==> config.mk <==
export PLATFORM = sky130hd
export DESIGN_NAME = czf_top
export DESIGN_NICKNAME = d
export VERILOG_FILES = /design/src/hdl/czf_pkg.sv /design/src/hdl/czf_run.sv /design/src/hdl/czf_fmt.sv /design/src/hdl/czf_top.sv
export SDC_FILE = /design/constraint.sdc
export NUM_CORES = 1
export LEC_CHECK = 0
export ABC_CLOCK_PERIOD_IN_PS = 7270
export BUFFER_PORTS_ARGS = -buffer_cell sky130_fd_sc_hd__buf_2
export CORE_UTILIZATION = 60
export DETAILED_ROUTE_END_ITERATION = 10
export GPL_TIMING_DRIVEN = 0
export HOLD_SLACK_MARGIN = 0.05
export PLACE_DENSITY = 0.84
export SLEW_MARGIN = 30
export SYNTH_ARGS = -nofsm -noshare
export SYNTH_HDL_FRONTEND = slang
export SYNTH_SLANG_ARGS = --single-unit
==> constraint.sdc <==
create_clock -name sys_clk -period 7.27 [get_ports sys_clk]
set_input_delay 0.3635 -clock sys_clk [delete_from_list [all_inputs] [get_ports sys_clk]]
set_output_delay 0.3635 -clock sys_clk [all_outputs]
set_load 0.01 [all_outputs]
==> src/hdl/czf_pkg.sv <==
package czf_pkg;
  // Command codes on the command port
  typedef enum logic [3:0] {
    CZF_CMD_ZERO_ONCE,
    CZF_CMD_CAL_ONCE,
    CZF_CMD_CAL_AUTO,
    CZF_CMD_CAL_TYPE,
    CZF_CMD_BORDER,
    CZF_CMD_FORMAT,
    CZF_CMD_QUERY_AUTO,
    CZF_CMD_QUERY_TYPE,
    CZF_CMD_QUERY_BORDER,
    CZF_CMD_QUERY_FORMAT,
    CZF_CMD_READING
  } czf_cmd_e;

  // Argument values
  localparam logic [1:0] CZF_ARG_OFF = 2'h0;
  localparam logic [1:0] CZF_ARG_ON = 2'h1;
  localparam logic [1:0] CZF_ARG_INT = 2'h0;
  localparam logic [1:0] CZF_ARG_EXT = 2'h1;
  localparam logic [1:0] CZF_ARG_NORMAL = 2'h0;
  localparam logic [1:0] CZF_ARG_SWAPPED = 2'h1;
  localparam logic [1:0] CZF_ARG_ASCII = 2'h0;
  localparam logic [1:0] CZF_ARG_REAL = 2'h1;

  // Error codes (two's complement 16 bit)
  localparam logic [15:0] CZF_ERR_NONE = 16'h0000;
  localparam logic [15:0] CZF_ERR_ILLEGAL = 16'hff20;
  localparam logic [15:0] CZF_ERR_QUESTIONABLE = 16'hff19;
  localparam logic [1:0] CZF_QUAL_NONE = 2'h0;
  localparam logic [1:0] CZF_QUAL_ZERO = 2'h1;
  localparam logic [1:0] CZF_QUAL_CAL = 2'h2;

  // Temperature in 0.1 degree units; 10 degrees drift limit
  localparam logic [15:0] CZF_TEMP_DRIFT = 16'h0064;

  // ASCII response characters
  localparam logic [7:0] CZF_CH_0 = 8'h30;
  localparam logic [7:0] CZF_CH_1 = 8'h31;
  localparam logic [7:0] CZF_CH_LF = 8'h0a;
  localparam logic [7:0] CZF_CH_HASH = 8'h23;
  localparam logic [7:0] CZF_CH_8 = 8'h38;
  localparam logic [7:0] CZF_CH_SP = 8'h20;
  localparam logic [7:0] CZF_CH_PLUS = 8'h2b;
  localparam logic [7:0] CZF_CH_MINUS = 8'h2d;
  localparam logic [7:0] CZF_CH_DOT = 8'h2e;
  localparam logic [7:0] CZF_CH_E = 8'h45;
  localparam logic [3:0] CZF_TEXT_LEN = 4'h4;
  localparam logic [3:0] CZF_BIN_LEN = 4'h8;

  typedef struct packed {
    logic valid;
    czf_cmd_e code;
    logic [1:0] arg;
  } czf_cmd_s;

  typedef struct packed {
    logic valid;
    logic [7:0] data;
    logic last;
  } czf_byte_s;

  typedef struct packed {
    logic valid;
    logic [15:0] code;
    logic [1:0] qual;
  } czf_err_s;
endpackage

==> src/hdl/czf_run.sv <==
`timescale 1ns/100ps
// Runs one zeroing or calibration job on the analog engine in the background
module czf_run
  import czf_pkg::*;
(
  // Clock and reset
  input wire logic sys_clk,
  input wire logic reset_n,
  // Job request
  input wire logic start,
  input wire logic is_cal,
  output logic busy,
  // Engine handshake
  output logic eng_start,
  output logic eng_cal,
  input wire logic eng_done,
  input wire logic eng_ok,
  // Result
  output logic done,
  output logic ok,
  output logic was_cal
);
  typedef enum logic [1:0] {CZF_R_IDLE, CZF_R_WAIT, CZF_R_DONE} czf_rstate_e;
  typedef struct packed {
    czf_rstate_e st;
    logic cal;
    logic ok;
  } czf_run_s;
  czf_run_s r, next_r;

  always_comb begin
    next_r = r;
    case (r.st)
      CZF_R_IDLE: begin
        if (start) begin
          next_r.st = CZF_R_WAIT;
          next_r.cal = is_cal;
        end
      end
      CZF_R_WAIT: begin
        if (eng_done) begin
          next_r.st = CZF_R_DONE;
          next_r.ok = eng_ok;
        end
      end
      CZF_R_DONE: next_r.st = CZF_R_IDLE;
      default: next_r.st = CZF_R_IDLE;
    endcase
  end

  always_ff @(posedge sys_clk or negedge reset_n) begin
    if (!reset_n) begin
      r <= '{st: CZF_R_IDLE, cal: 1'b0, ok: 1'b0};
    end else begin
      r <= next_r;
    end
  end

  assign busy = (r.st != CZF_R_IDLE);
  assign eng_start = (r.st == CZF_R_IDLE) && start;
  assign eng_cal = is_cal;
  assign done = (r.st == CZF_R_DONE);
  assign ok = r.ok;
  assign was_cal = r.cal;
endmodule

==> src/hdl/czf_fmt.sv <==
`timescale 1ns/100ps
// Serialises one reading as text or as a binary block
module czf_fmt
  import czf_pkg::*;
(
  // Clock and reset
  input wire logic sys_clk,
  input wire logic reset_n,
  // Request
  input wire logic start,
  input wire logic binary,
  input wire logic swapped,
  input wire logic [63:0] value,
  input wire logic [7:0] mant,
  input wire logic [7:0] expo,
  input wire logic neg,
  input wire logic ready,
  output logic busy,
  // Byte out
  output czf_byte_s out
);
  typedef struct packed {
    logic busy;
    logic bin;
    logic [3:0] idx;
    logic [3:0] len;
    logic [79:0] buf_q;
  } czf_fmt_s;
  czf_fmt_s f, next_f;
  logic [63:0] ordered;
  logic [7:0] sign_ch;

  // Normal order sends the most significant byte first
  genvar g;
  generate
    for (g = 0; g < 8; g++) begin : g_bytes
      assign ordered[63-8*g -: 8] = swapped ? value[8*g +: 8] : value[63-8*g -: 8];
    end
  endgenerate

  always_comb begin
    next_f = f;
    sign_ch = neg ? CZF_CH_MINUS : CZF_CH_PLUS;
    if (!f.busy) begin
      if (start) begin
        next_f.busy = 1'b1;
        next_f.idx = 4'h0;
        next_f.bin = binary;
        if (binary) begin
          // Header "#18" then eight bytes, closed by LF
          next_f.len = CZF_BIN_LEN + 4'h3;
          next_f.buf_q = {CZF_CH_HASH, CZF_CH_1, CZF_CH_8, ordered[63:8]};
        end else begin
          // Text: "+m.dE+xx" style digits supplied as ASCII, then a space and LF
          next_f.len = CZF_TEXT_LEN + 4'h5;
          next_f.buf_q = {sign_ch, mant, CZF_CH_DOT, CZF_CH_0, CZF_CH_E, CZF_CH_PLUS, expo, CZF_CH_0, CZF_CH_SP, 8'h00};
        end
      end
    end else if (ready) begin
      if (f.idx == f.len) begin
        next_f.busy = 1'b0;
      end else begin
        next_f.idx = f.idx + 4'h1;
        next_f.buf_q = {f.buf_q[71:0], (f.bin && f.idx == 4'h0) ? value[7:0] ^ ordered[7:0] ^ value[7:0] : 8'h00};
      end
    end
  end

  always_ff @(posedge sys_clk or negedge reset_n) begin
    if (!reset_n) begin
      f <= '0;
    end else begin
      f <= next_f;
    end
  end

  assign busy = f.busy;
  assign out.valid = f.busy;
  assign out.data = (f.idx == f.len) ? CZF_CH_LF : f.buf_q[79:72];
  assign out.last = f.busy && (f.idx == f.len);
endmodule

==> src/hdl/czf_top.sv <==
// Operation
// Zero-once runs one zeroing job, never repeated by itself. The code drops the request while a job is running.
// Failed zeroing queues error -231 with zero qualifier.
// External one-shot calibration assumes 1 mW 50 MHz reference present.
// Auto-calibration enable while external selected is rejected, error -224.
// Internal auto mode recalibrates on 10 degree drift since last calibration.
// Disable stops auto recalibration; only one-shot calibrates.
// Host should zero before asking for calibration.
// Auto-calibration enabled after reset.
// Failed calibration queues error -231 with calibration qualifier.
// Auto state query answers 0 off, 1 on.
// Selecting external source forces auto-calibration off.
// Source is internal after reset.
// Source query answers INT or EXT.
// Source write with other value gives -224, selection kept.
// Format settings apply only to reading replies.
// Byte order matters only in binary format.
// Byte order normal after reset; query answers normal or swapped.
// Text format emits ASCII exponent notation.
// Binary format emits eight-byte doubles in a block ending LF.
// Text format after reset; query reports text or binary.
// Zeroing and calibration run while later commands proceed.
// Bad byte order or format value is rejected, setting kept.
`timescale 1ns/100ps
module czf_top
  import czf_pkg::*;
(
  // Clock and reset
  input wire logic sys_clk,
  input wire logic reset_n,
  // Command port
  input wire czf_cmd_s cmd,
  output logic cmd_ready,
  // Reading to report
  input wire logic [63:0] reading_value,
  input wire logic [7:0] reading_mant,
  input wire logic [7:0] reading_expo,
  input wire logic reading_neg,
  // Sensor temperature, 0.1 degree units, same clock
  input wire logic [15:0] temperature,
  // Analog engine
  output logic eng_start,
  output logic eng_cal,
  input wire logic eng_done,
  input wire logic eng_ok,
  // Response stream
  output czf_byte_s resp,
  input wire logic resp_ready,
  // Error queue entry
  output czf_err_s err,
  // Settings as levels
  output logic auto_cal,
  output logic cal_external,
  output logic byte_order_select,
  output logic format_binary
);
  typedef struct packed {
    logic auto_cal;
    logic ext;
    logic swapped;
    logic binary;
    logic [15:0] cal_temp;
    logic pend_cal;
    logic fail_pend;
    logic fail_cal;
    logic [23:0] txt;
    logic [1:0] txt_n;
    logic txt_busy;
    czf_byte_s resp;
    czf_err_s err;
    logic eng_start;
    logic eng_cal;
  } czf_top_s;
  czf_top_s s, next_s;

  logic run_start, run_is_cal, run_busy, run_start_q, run_cal_q;
  logic run_done, run_ok, run_was_cal;
  logic fmt_start, fmt_busy;
  czf_byte_s fmt_out;
  logic [15:0] drift;
  logic accept;

  czf_run u_run (
    .sys_clk(sys_clk),
    .reset_n(reset_n),
    .start(run_start),
    .is_cal(run_is_cal),
    .busy(run_busy),
    .eng_start(run_start_q),
    .eng_cal(run_cal_q),
    .eng_done(eng_done),
    .eng_ok(eng_ok),
    .done(run_done),
    .ok(run_ok),
    .was_cal(run_was_cal)
  );

  // Byte order only reaches the formatter, so it has no effect in text mode
  czf_fmt u_fmt (
    .sys_clk(sys_clk),
    .reset_n(reset_n),
    .start(fmt_start),
    // Order binary only
    .binary(s.binary),
    .swapped(s.swapped),
    .value(reading_value),
    .mant(reading_mant),
    .expo(reading_expo),
    .neg(reading_neg),
    .ready(resp_ready),
    .busy(fmt_busy),
    .out(fmt_out)
  );

  assign drift = (temperature >= s.cal_temp) ? temperature - s.cal_temp : s.cal_temp - temperature;
  // Every command waits while a reply is going out, engine commands included
  assign accept = !s.txt_busy && !fmt_busy && !s.resp.valid;

  always_comb begin
    next_s = s;
    next_s.err.valid = 1'b0;
    next_s.eng_start = run_start_q;
    // Job kind stays up for the whole job so its completion can be told apart
    next_s.eng_cal = run_start_q ? run_cal_q : s.eng_cal;
    run_start = 1'b0;
    run_is_cal = 1'b0;
    fmt_start = 1'b0;

    // Job results; a failure waits a cycle when a command error takes the queue entry
    if (run_done && !run_ok) begin
      next_s.fail_pend = 1'b1;
      next_s.fail_cal = run_was_cal;
    end
    if (run_done && run_ok && run_was_cal && !s.ext) begin
      next_s.cal_temp = temperature;
    end

    // Drift recalibration
    // Only while idle: the reference temperature is updated when the job ends
    if (s.auto_cal && !s.ext && !run_busy && drift >= CZF_TEMP_DRIFT) begin
      next_s.pend_cal = 1'b1;
    end

    if (cmd.valid && accept) begin
      case (cmd.code)
        CZF_CMD_ZERO_ONCE: begin
          // Single zero, overlapped
          if (!run_busy) begin
            run_start = 1'b1;
            run_is_cal = 1'b0;
          end
        end
        CZF_CMD_CAL_ONCE: begin
          // One-shot either source
          next_s.pend_cal = 1'b1;
        end
        CZF_CMD_CAL_AUTO: begin
          if (cmd.arg == CZF_ARG_ON && s.ext) begin
            // Reject enable external
            next_s.err = '{valid: 1'b1, code: CZF_ERR_ILLEGAL, qual: CZF_QUAL_NONE};
          end else if (cmd.arg == CZF_ARG_ON) begin
            next_s.auto_cal = 1'b1;
          end else if (cmd.arg == CZF_ARG_OFF) begin
            // Stop auto
            next_s.auto_cal = 1'b0;
          end else begin
            next_s.err = '{valid: 1'b1, code: CZF_ERR_ILLEGAL, qual: CZF_QUAL_NONE};
          end
        end
        CZF_CMD_CAL_TYPE: begin
          if (cmd.arg == CZF_ARG_EXT) begin
            next_s.ext = 1'b1;
            // External forces auto off
            next_s.auto_cal = 1'b0;
          end else if (cmd.arg == CZF_ARG_INT) begin
            next_s.ext = 1'b0;
          end else begin
            // Reject other source
            next_s.err = '{valid: 1'b1, code: CZF_ERR_ILLEGAL, qual: CZF_QUAL_NONE};
          end
        end
        CZF_CMD_BORDER: begin
          if (cmd.arg == CZF_ARG_NORMAL || cmd.arg == CZF_ARG_SWAPPED) begin
            next_s.swapped = (cmd.arg == CZF_ARG_SWAPPED);
          end else begin
            // Reject bad order
            next_s.err = '{valid: 1'b1, code: CZF_ERR_ILLEGAL, qual: CZF_QUAL_NONE};
          end
        end
        CZF_CMD_FORMAT: begin
          if (cmd.arg == CZF_ARG_ASCII || cmd.arg == CZF_ARG_REAL) begin
            next_s.binary = (cmd.arg == CZF_ARG_REAL);
          end else begin
            // Reject bad format
            next_s.err = '{valid: 1'b1, code: CZF_ERR_ILLEGAL, qual: CZF_QUAL_NONE};
          end
        end
        CZF_CMD_QUERY_AUTO: begin
          // Answer 0 or 1
          next_s.txt = {s.auto_cal ? CZF_CH_1 : CZF_CH_0, 16'h0000};
          next_s.txt_n = 2'h1;
          next_s.txt_busy = 1'b1;
        end
        CZF_CMD_QUERY_TYPE: begin
          // INT or EXT
          next_s.txt = s.ext ? {8'h45, 8'h58, 8'h54} : {8'h49, 8'h4e, 8'h54};
          next_s.txt_n = 2'h3;
          next_s.txt_busy = 1'b1;
        end
        CZF_CMD_QUERY_BORDER: begin
          // NOR or SWP, short form
          next_s.txt = s.swapped ? {8'h53, 8'h57, 8'h50} : {8'h4e, 8'h4f, 8'h52};
          next_s.txt_n = 2'h3;
          next_s.txt_busy = 1'b1;
        end
        CZF_CMD_QUERY_FORMAT: begin
          // ASC or REA
          next_s.txt = s.binary ? {8'h52, 8'h45, 8'h41} : {8'h41, 8'h53, 8'h43};
          next_s.txt_n = 2'h3;
          next_s.txt_busy = 1'b1;
        end
        CZF_CMD_READING: begin
          // Only readings formatted
          fmt_start = 1'b1;
        end
        default: next_s.err = '{valid: 1'b1, code: CZF_ERR_ILLEGAL, qual: CZF_QUAL_NONE};
      endcase
    end

    // Launch pending calibration when engine is free and no zero starts now
    if (next_s.pend_cal && !run_busy && !run_start) begin
      run_start = 1'b1;
      run_is_cal = 1'b1;
      next_s.pend_cal = 1'b0;
    end

    if (next_s.fail_pend && !next_s.err.valid) begin
      next_s.err.valid = 1'b1;
      next_s.err.code = CZF_ERR_QUESTIONABLE;
      // Failure qualifier
      next_s.err.qual = next_s.fail_cal ? CZF_QUAL_CAL : CZF_QUAL_ZERO;
      next_s.fail_pend = 1'b0;
    end

    // Response mux: plain replies ignore the format settings
    if (s.resp.valid && !resp_ready) begin
      next_s.resp = s.resp;
    end else if (s.txt_busy) begin
      next_s.resp.valid = 1'b1;
      if (s.txt_n == 2'h0) begin
        next_s.resp.data = CZF_CH_LF;
        next_s.resp.last = 1'b1;
        next_s.txt_busy = 1'b0;
      end else begin
        next_s.resp.data = s.txt[23:16];
        next_s.resp.last = 1'b0;
        next_s.txt = {s.txt[15:0], 8'h00};
        next_s.txt_n = s.txt_n - 2'h1;
      end
    end else begin
      next_s.resp = '0;
    end
  end

  always_ff @(posedge sys_clk or negedge reset_n) begin
    if (!reset_n) begin
      // Reset defaults
      s <= '{
        auto_cal: 1'b1,
        ext: 1'b0,
        swapped: 1'b0,
        binary: 1'b0,
        cal_temp: '0,
        pend_cal: 1'b0,
        fail_pend: 1'b0,
        fail_cal: 1'b0,
        txt: '0,
        txt_n: '0,
        txt_busy: 1'b0,
        resp: '0,
        err: '0,
        eng_start: 1'b0,
        eng_cal: 1'b0
      };
    end else begin
      s <= next_s;
    end
  end

  always_comb begin
    cmd_ready = accept;
  end

  assign eng_start = s.eng_start;
  assign eng_cal = s.eng_cal;
  assign resp = fmt_busy ? fmt_out : s.resp;
  assign err = s.err;
  assign auto_cal = s.auto_cal;
  assign cal_external = s.ext;
  assign byte_order_select = s.swapped;
  assign format_binary = s.binary;
endmodule

==> run_results.csv <==
group,metric,value,unit
power,irDropWorstVdd,0.226,mV
detailed_routing,ant_nets,0,
yosys,synth_edf_count,0,
worst_setup_path,end_kind,"flop",
global_routing,grt_pass1_wl,45800,microns
layout,antenna_cells,0,
clock_network,cts_tree,"built",
yosys,synth_ff_type,"dfrtp_1",
clock_network,cts_buffer_depth,2,
placement,hpwl,20200,microns
worst_setup_path,path_cells,"clkbuf_1 > nor3_1 > nand2_1 > nor2_1 > and3_1 > a21oi_1 > a21oi_1 > clkbuf_1 > buf_2 > buf_1 > nand3_1 > o211ai_1",
die,ioPinCount,145,
clock_network,cts_hold_buf,1,
worst_setup_path,slowest_stage,"buf_1",
die,design.core.area,0.0161,sq mm
die,rows,46,
yosys,synth_area_per_cell,8.96,sq um
clock_network,ctsResizeCount,0,
sta,setup_violations,0,
die,die_x,131,microns
layout,final_common_cell,"dfrtp_1",
clock_network,clkLatencyLatePin,0.45,ns
sta,drv_slew,0,
clock_network,cts_setup_buffers,0,
detailed_routing,vias,9390,
placement,io_buffers,143,
yosys,synth_seq_area_share,42.7,%
placement,place_ws,3.79,ns
min_path,hold_path_class,"input pin to flop",
sta,clock_skew,0.00919,ns
detailed_routing,post_drt_wl_per_cell,18.6,microns
sta,fin_crit,3.61,ns
flow_run,drv_cap,0,
worst_setup_path,cp.required,7.62,ns
die,die_y,131,microns
worst_setup_path,max_stage_delay,0.43,ns
global_routing,antenna_found_initial,1,
sta,timing.fmax,277,MHz
power,p_leak,0.00559,uW
sta,tightest_slew,0.893,ns
yosys,syn_area,0.0100,sq mm
layout,nFillCells,1246,
sta,timing.final.ws_setup,3.66,ns
layout,nets,1428,
placement,gp_congestion,0.944,
yosys,ys_types,68,
clock_network,cts_buffers,17,
yosys,synth_fp_nets,1263,
worst_setup_path,start_kind,"flop",
layout,area_delta_synth_final,17.3,%
clock_network,cts-root-buf,"clkbuf_16",
sta,tns,0,ns
die,start_util,62.2,%
detailed_routing,drc,0,
layout,drive_gt1_share,18.7,%
global_routing,grt_pass1_vias,9107,
run_status,outcome,"completed",
clock_network,cts.clk_slew.worst_paths,0.07,ns
clock_network,cts_sinks,171,
sta,maxSlewHeadroom,40.5,%
yosys,yosysWarnings,0,
detailed_routing,wl,28200,microns
sta,hold_viol,0,
worst_setup_path,critPathKind,"flop to flop",
clock_network,htreeDepth,4,
global_routing,grt_use_total,33.4,%
detailed_routing,dr.pass1.iters,5,
power,p_per_area,367,mW/mm^2
sta,rsz0062_at_grt,"no",
detailed_routing,drt_iter0_drc,799,
yosys,synthCells,1119,
yosys,async_reset_ff_share,100,%
global_routing,gr-total-overflow,0,
worst_setup_path,worstPathMaxFanout,10,
layout,layout_common_cells,"170 x dfrtp_1, 151 x buf_2, 133 x nand2_1",
worst_setup_path,cp.arrival,3.96,ns
die,die_area,0.0172,sq mm
global_routing,grt_max_degree,63,
detailed_routing,vias_per_cell,6.21,
yosys,synth_seq_cells,171,
sta,min_period_over_period,49.6,%
-- routing by layer --
layer  global-route usage (%)  vias up  share of wire (%)
met5                        0        -                  0
li1                         -     4284                  -
met3                     4.94      106                7.5
met4                     17.6        0                4.3
met2                     54.0      522                 47
met1                     43.8     4478                 41
-- per-stage QoR --
| stage | util [%] | total power, uW | hold slack [ns] | cell area, sq um | std cells |
|---|---|---|---|---|---|
| 2_1_floorplan | - | 2690 | 0.0679 | 10000 | 1119 |
| 3_3_place_gp | 68.4 | 3140 | 0.449 | 11000 | 1478 |
| 4_1_cts | 73.0 | 4280 | 0.152 | 11800 | 1513 |
| 6_report | 73.0 | 4310 | 0.152 | 11800 | 1513 |
| 3_5_place_dp | 68.8 | 3220 | 0.294 | 11100 | 1480 |
| 5_1_grt | 73.0 | 4540 | 0.164 | 11800 | 1513 |
-- worst paths after layout --
check | start | to | slack (ns) | cells past startpoint
max | u_fmt.busy | u_fmt.f[43] | 3.66 | 12
min | reading_mant[7] | u_fmt.f[71] | 0.15 | 2
max reg2reg | u_fmt.busy | u_fmt.f[43] | 3.66 | 12
min reg2reg | s[39] | s[47] | 0.47 | 2
max in group asynchronous | reset_n | u_fmt.f[69] | 5.88 | 4
min in group asynchronous | reset_n | s[67] | 0.43 | 2
-- layout make-up --
| class | count | area (sq um) | share of cell area [%] |
|---|---|---|---|
| multi-input cells | 802 | 5090 | 43.2 |
| flip-flops and latches | 171 | 4280 | 36.4 |
| repair buffers | 146 | 791 | 6.72 |
| plain buffers | 97 | 480 | 4.08 |
| clock buffers | 18 | 439 | 3.73 |
| well taps | 216 | 270 | 2.30 |
| clock inverters | 14 | 231 | 1.97 |
| inverters | 49 | 184 | 1.56 |
-- power breakdown --
part,switching (uW),total [uW],internal [uW]
combinational,1110,1840,733
sequential,195,1430,1240
clock,414,1040,628
total,1720,4310,2600
-- worst max-delay path: cells and delay by family, from the launching register on --
| family | cells | cell delay (ns) |
|---|---|---|
| compound gates | 3 | 0.51 |
| buf+inv | 4 | 1.34 |
| flops | 1 | 0.36 |
| simple gates | 5 | 1.28 |
-- flip-flops by register name (all words and copies together) (netlist names), 2 cells and up --
register  cells
s            56
err          19
u_run.r       2
u_fmt.f      86
-- cell usage after synthesis, types with 7 or more instances --
cell	n	area [sq um]
a211o_1	14	123
a21o_1	11	82.6
a21oi_1	73	365
a221oi_1	8	70.1
a31oi_1	7	43.8
and3_1	28	175
buf_1	9	33.8
buf_2	9	45.0
buf_4	26	195
clkbuf_1	52	195
dfrtp_1	170	4250
ha_1	33	413
inv_1	49	184
mux2i_1	71	711
nand2_1	133	499
nand2b_1	16	100
nand3_1	64	320
nor2_1	63	236
nor2b_1	10	62.6
nor3_1	24	120
o211ai_1	36	270
o21a_1	10	75.1
o21ai_0	73	365
o22ai_1	15	93.8
or2_2	13	81.3
xnor2_1	11	96.3
xor2_1	8	70.1
-- logic make-up after synthesis --
family          after synthesis  share of synthesized area [%]
compound gates              292                           18.9
xor+xnor                     19                           1.66
fa+ha+maj                    35                           4.52
buf+inv                     146                           6.62
flops                       171                           42.7
mux                          77                           7.76
simple gates                379                           17.9
No activity file was read; power rests on OpenSTA's default activity.
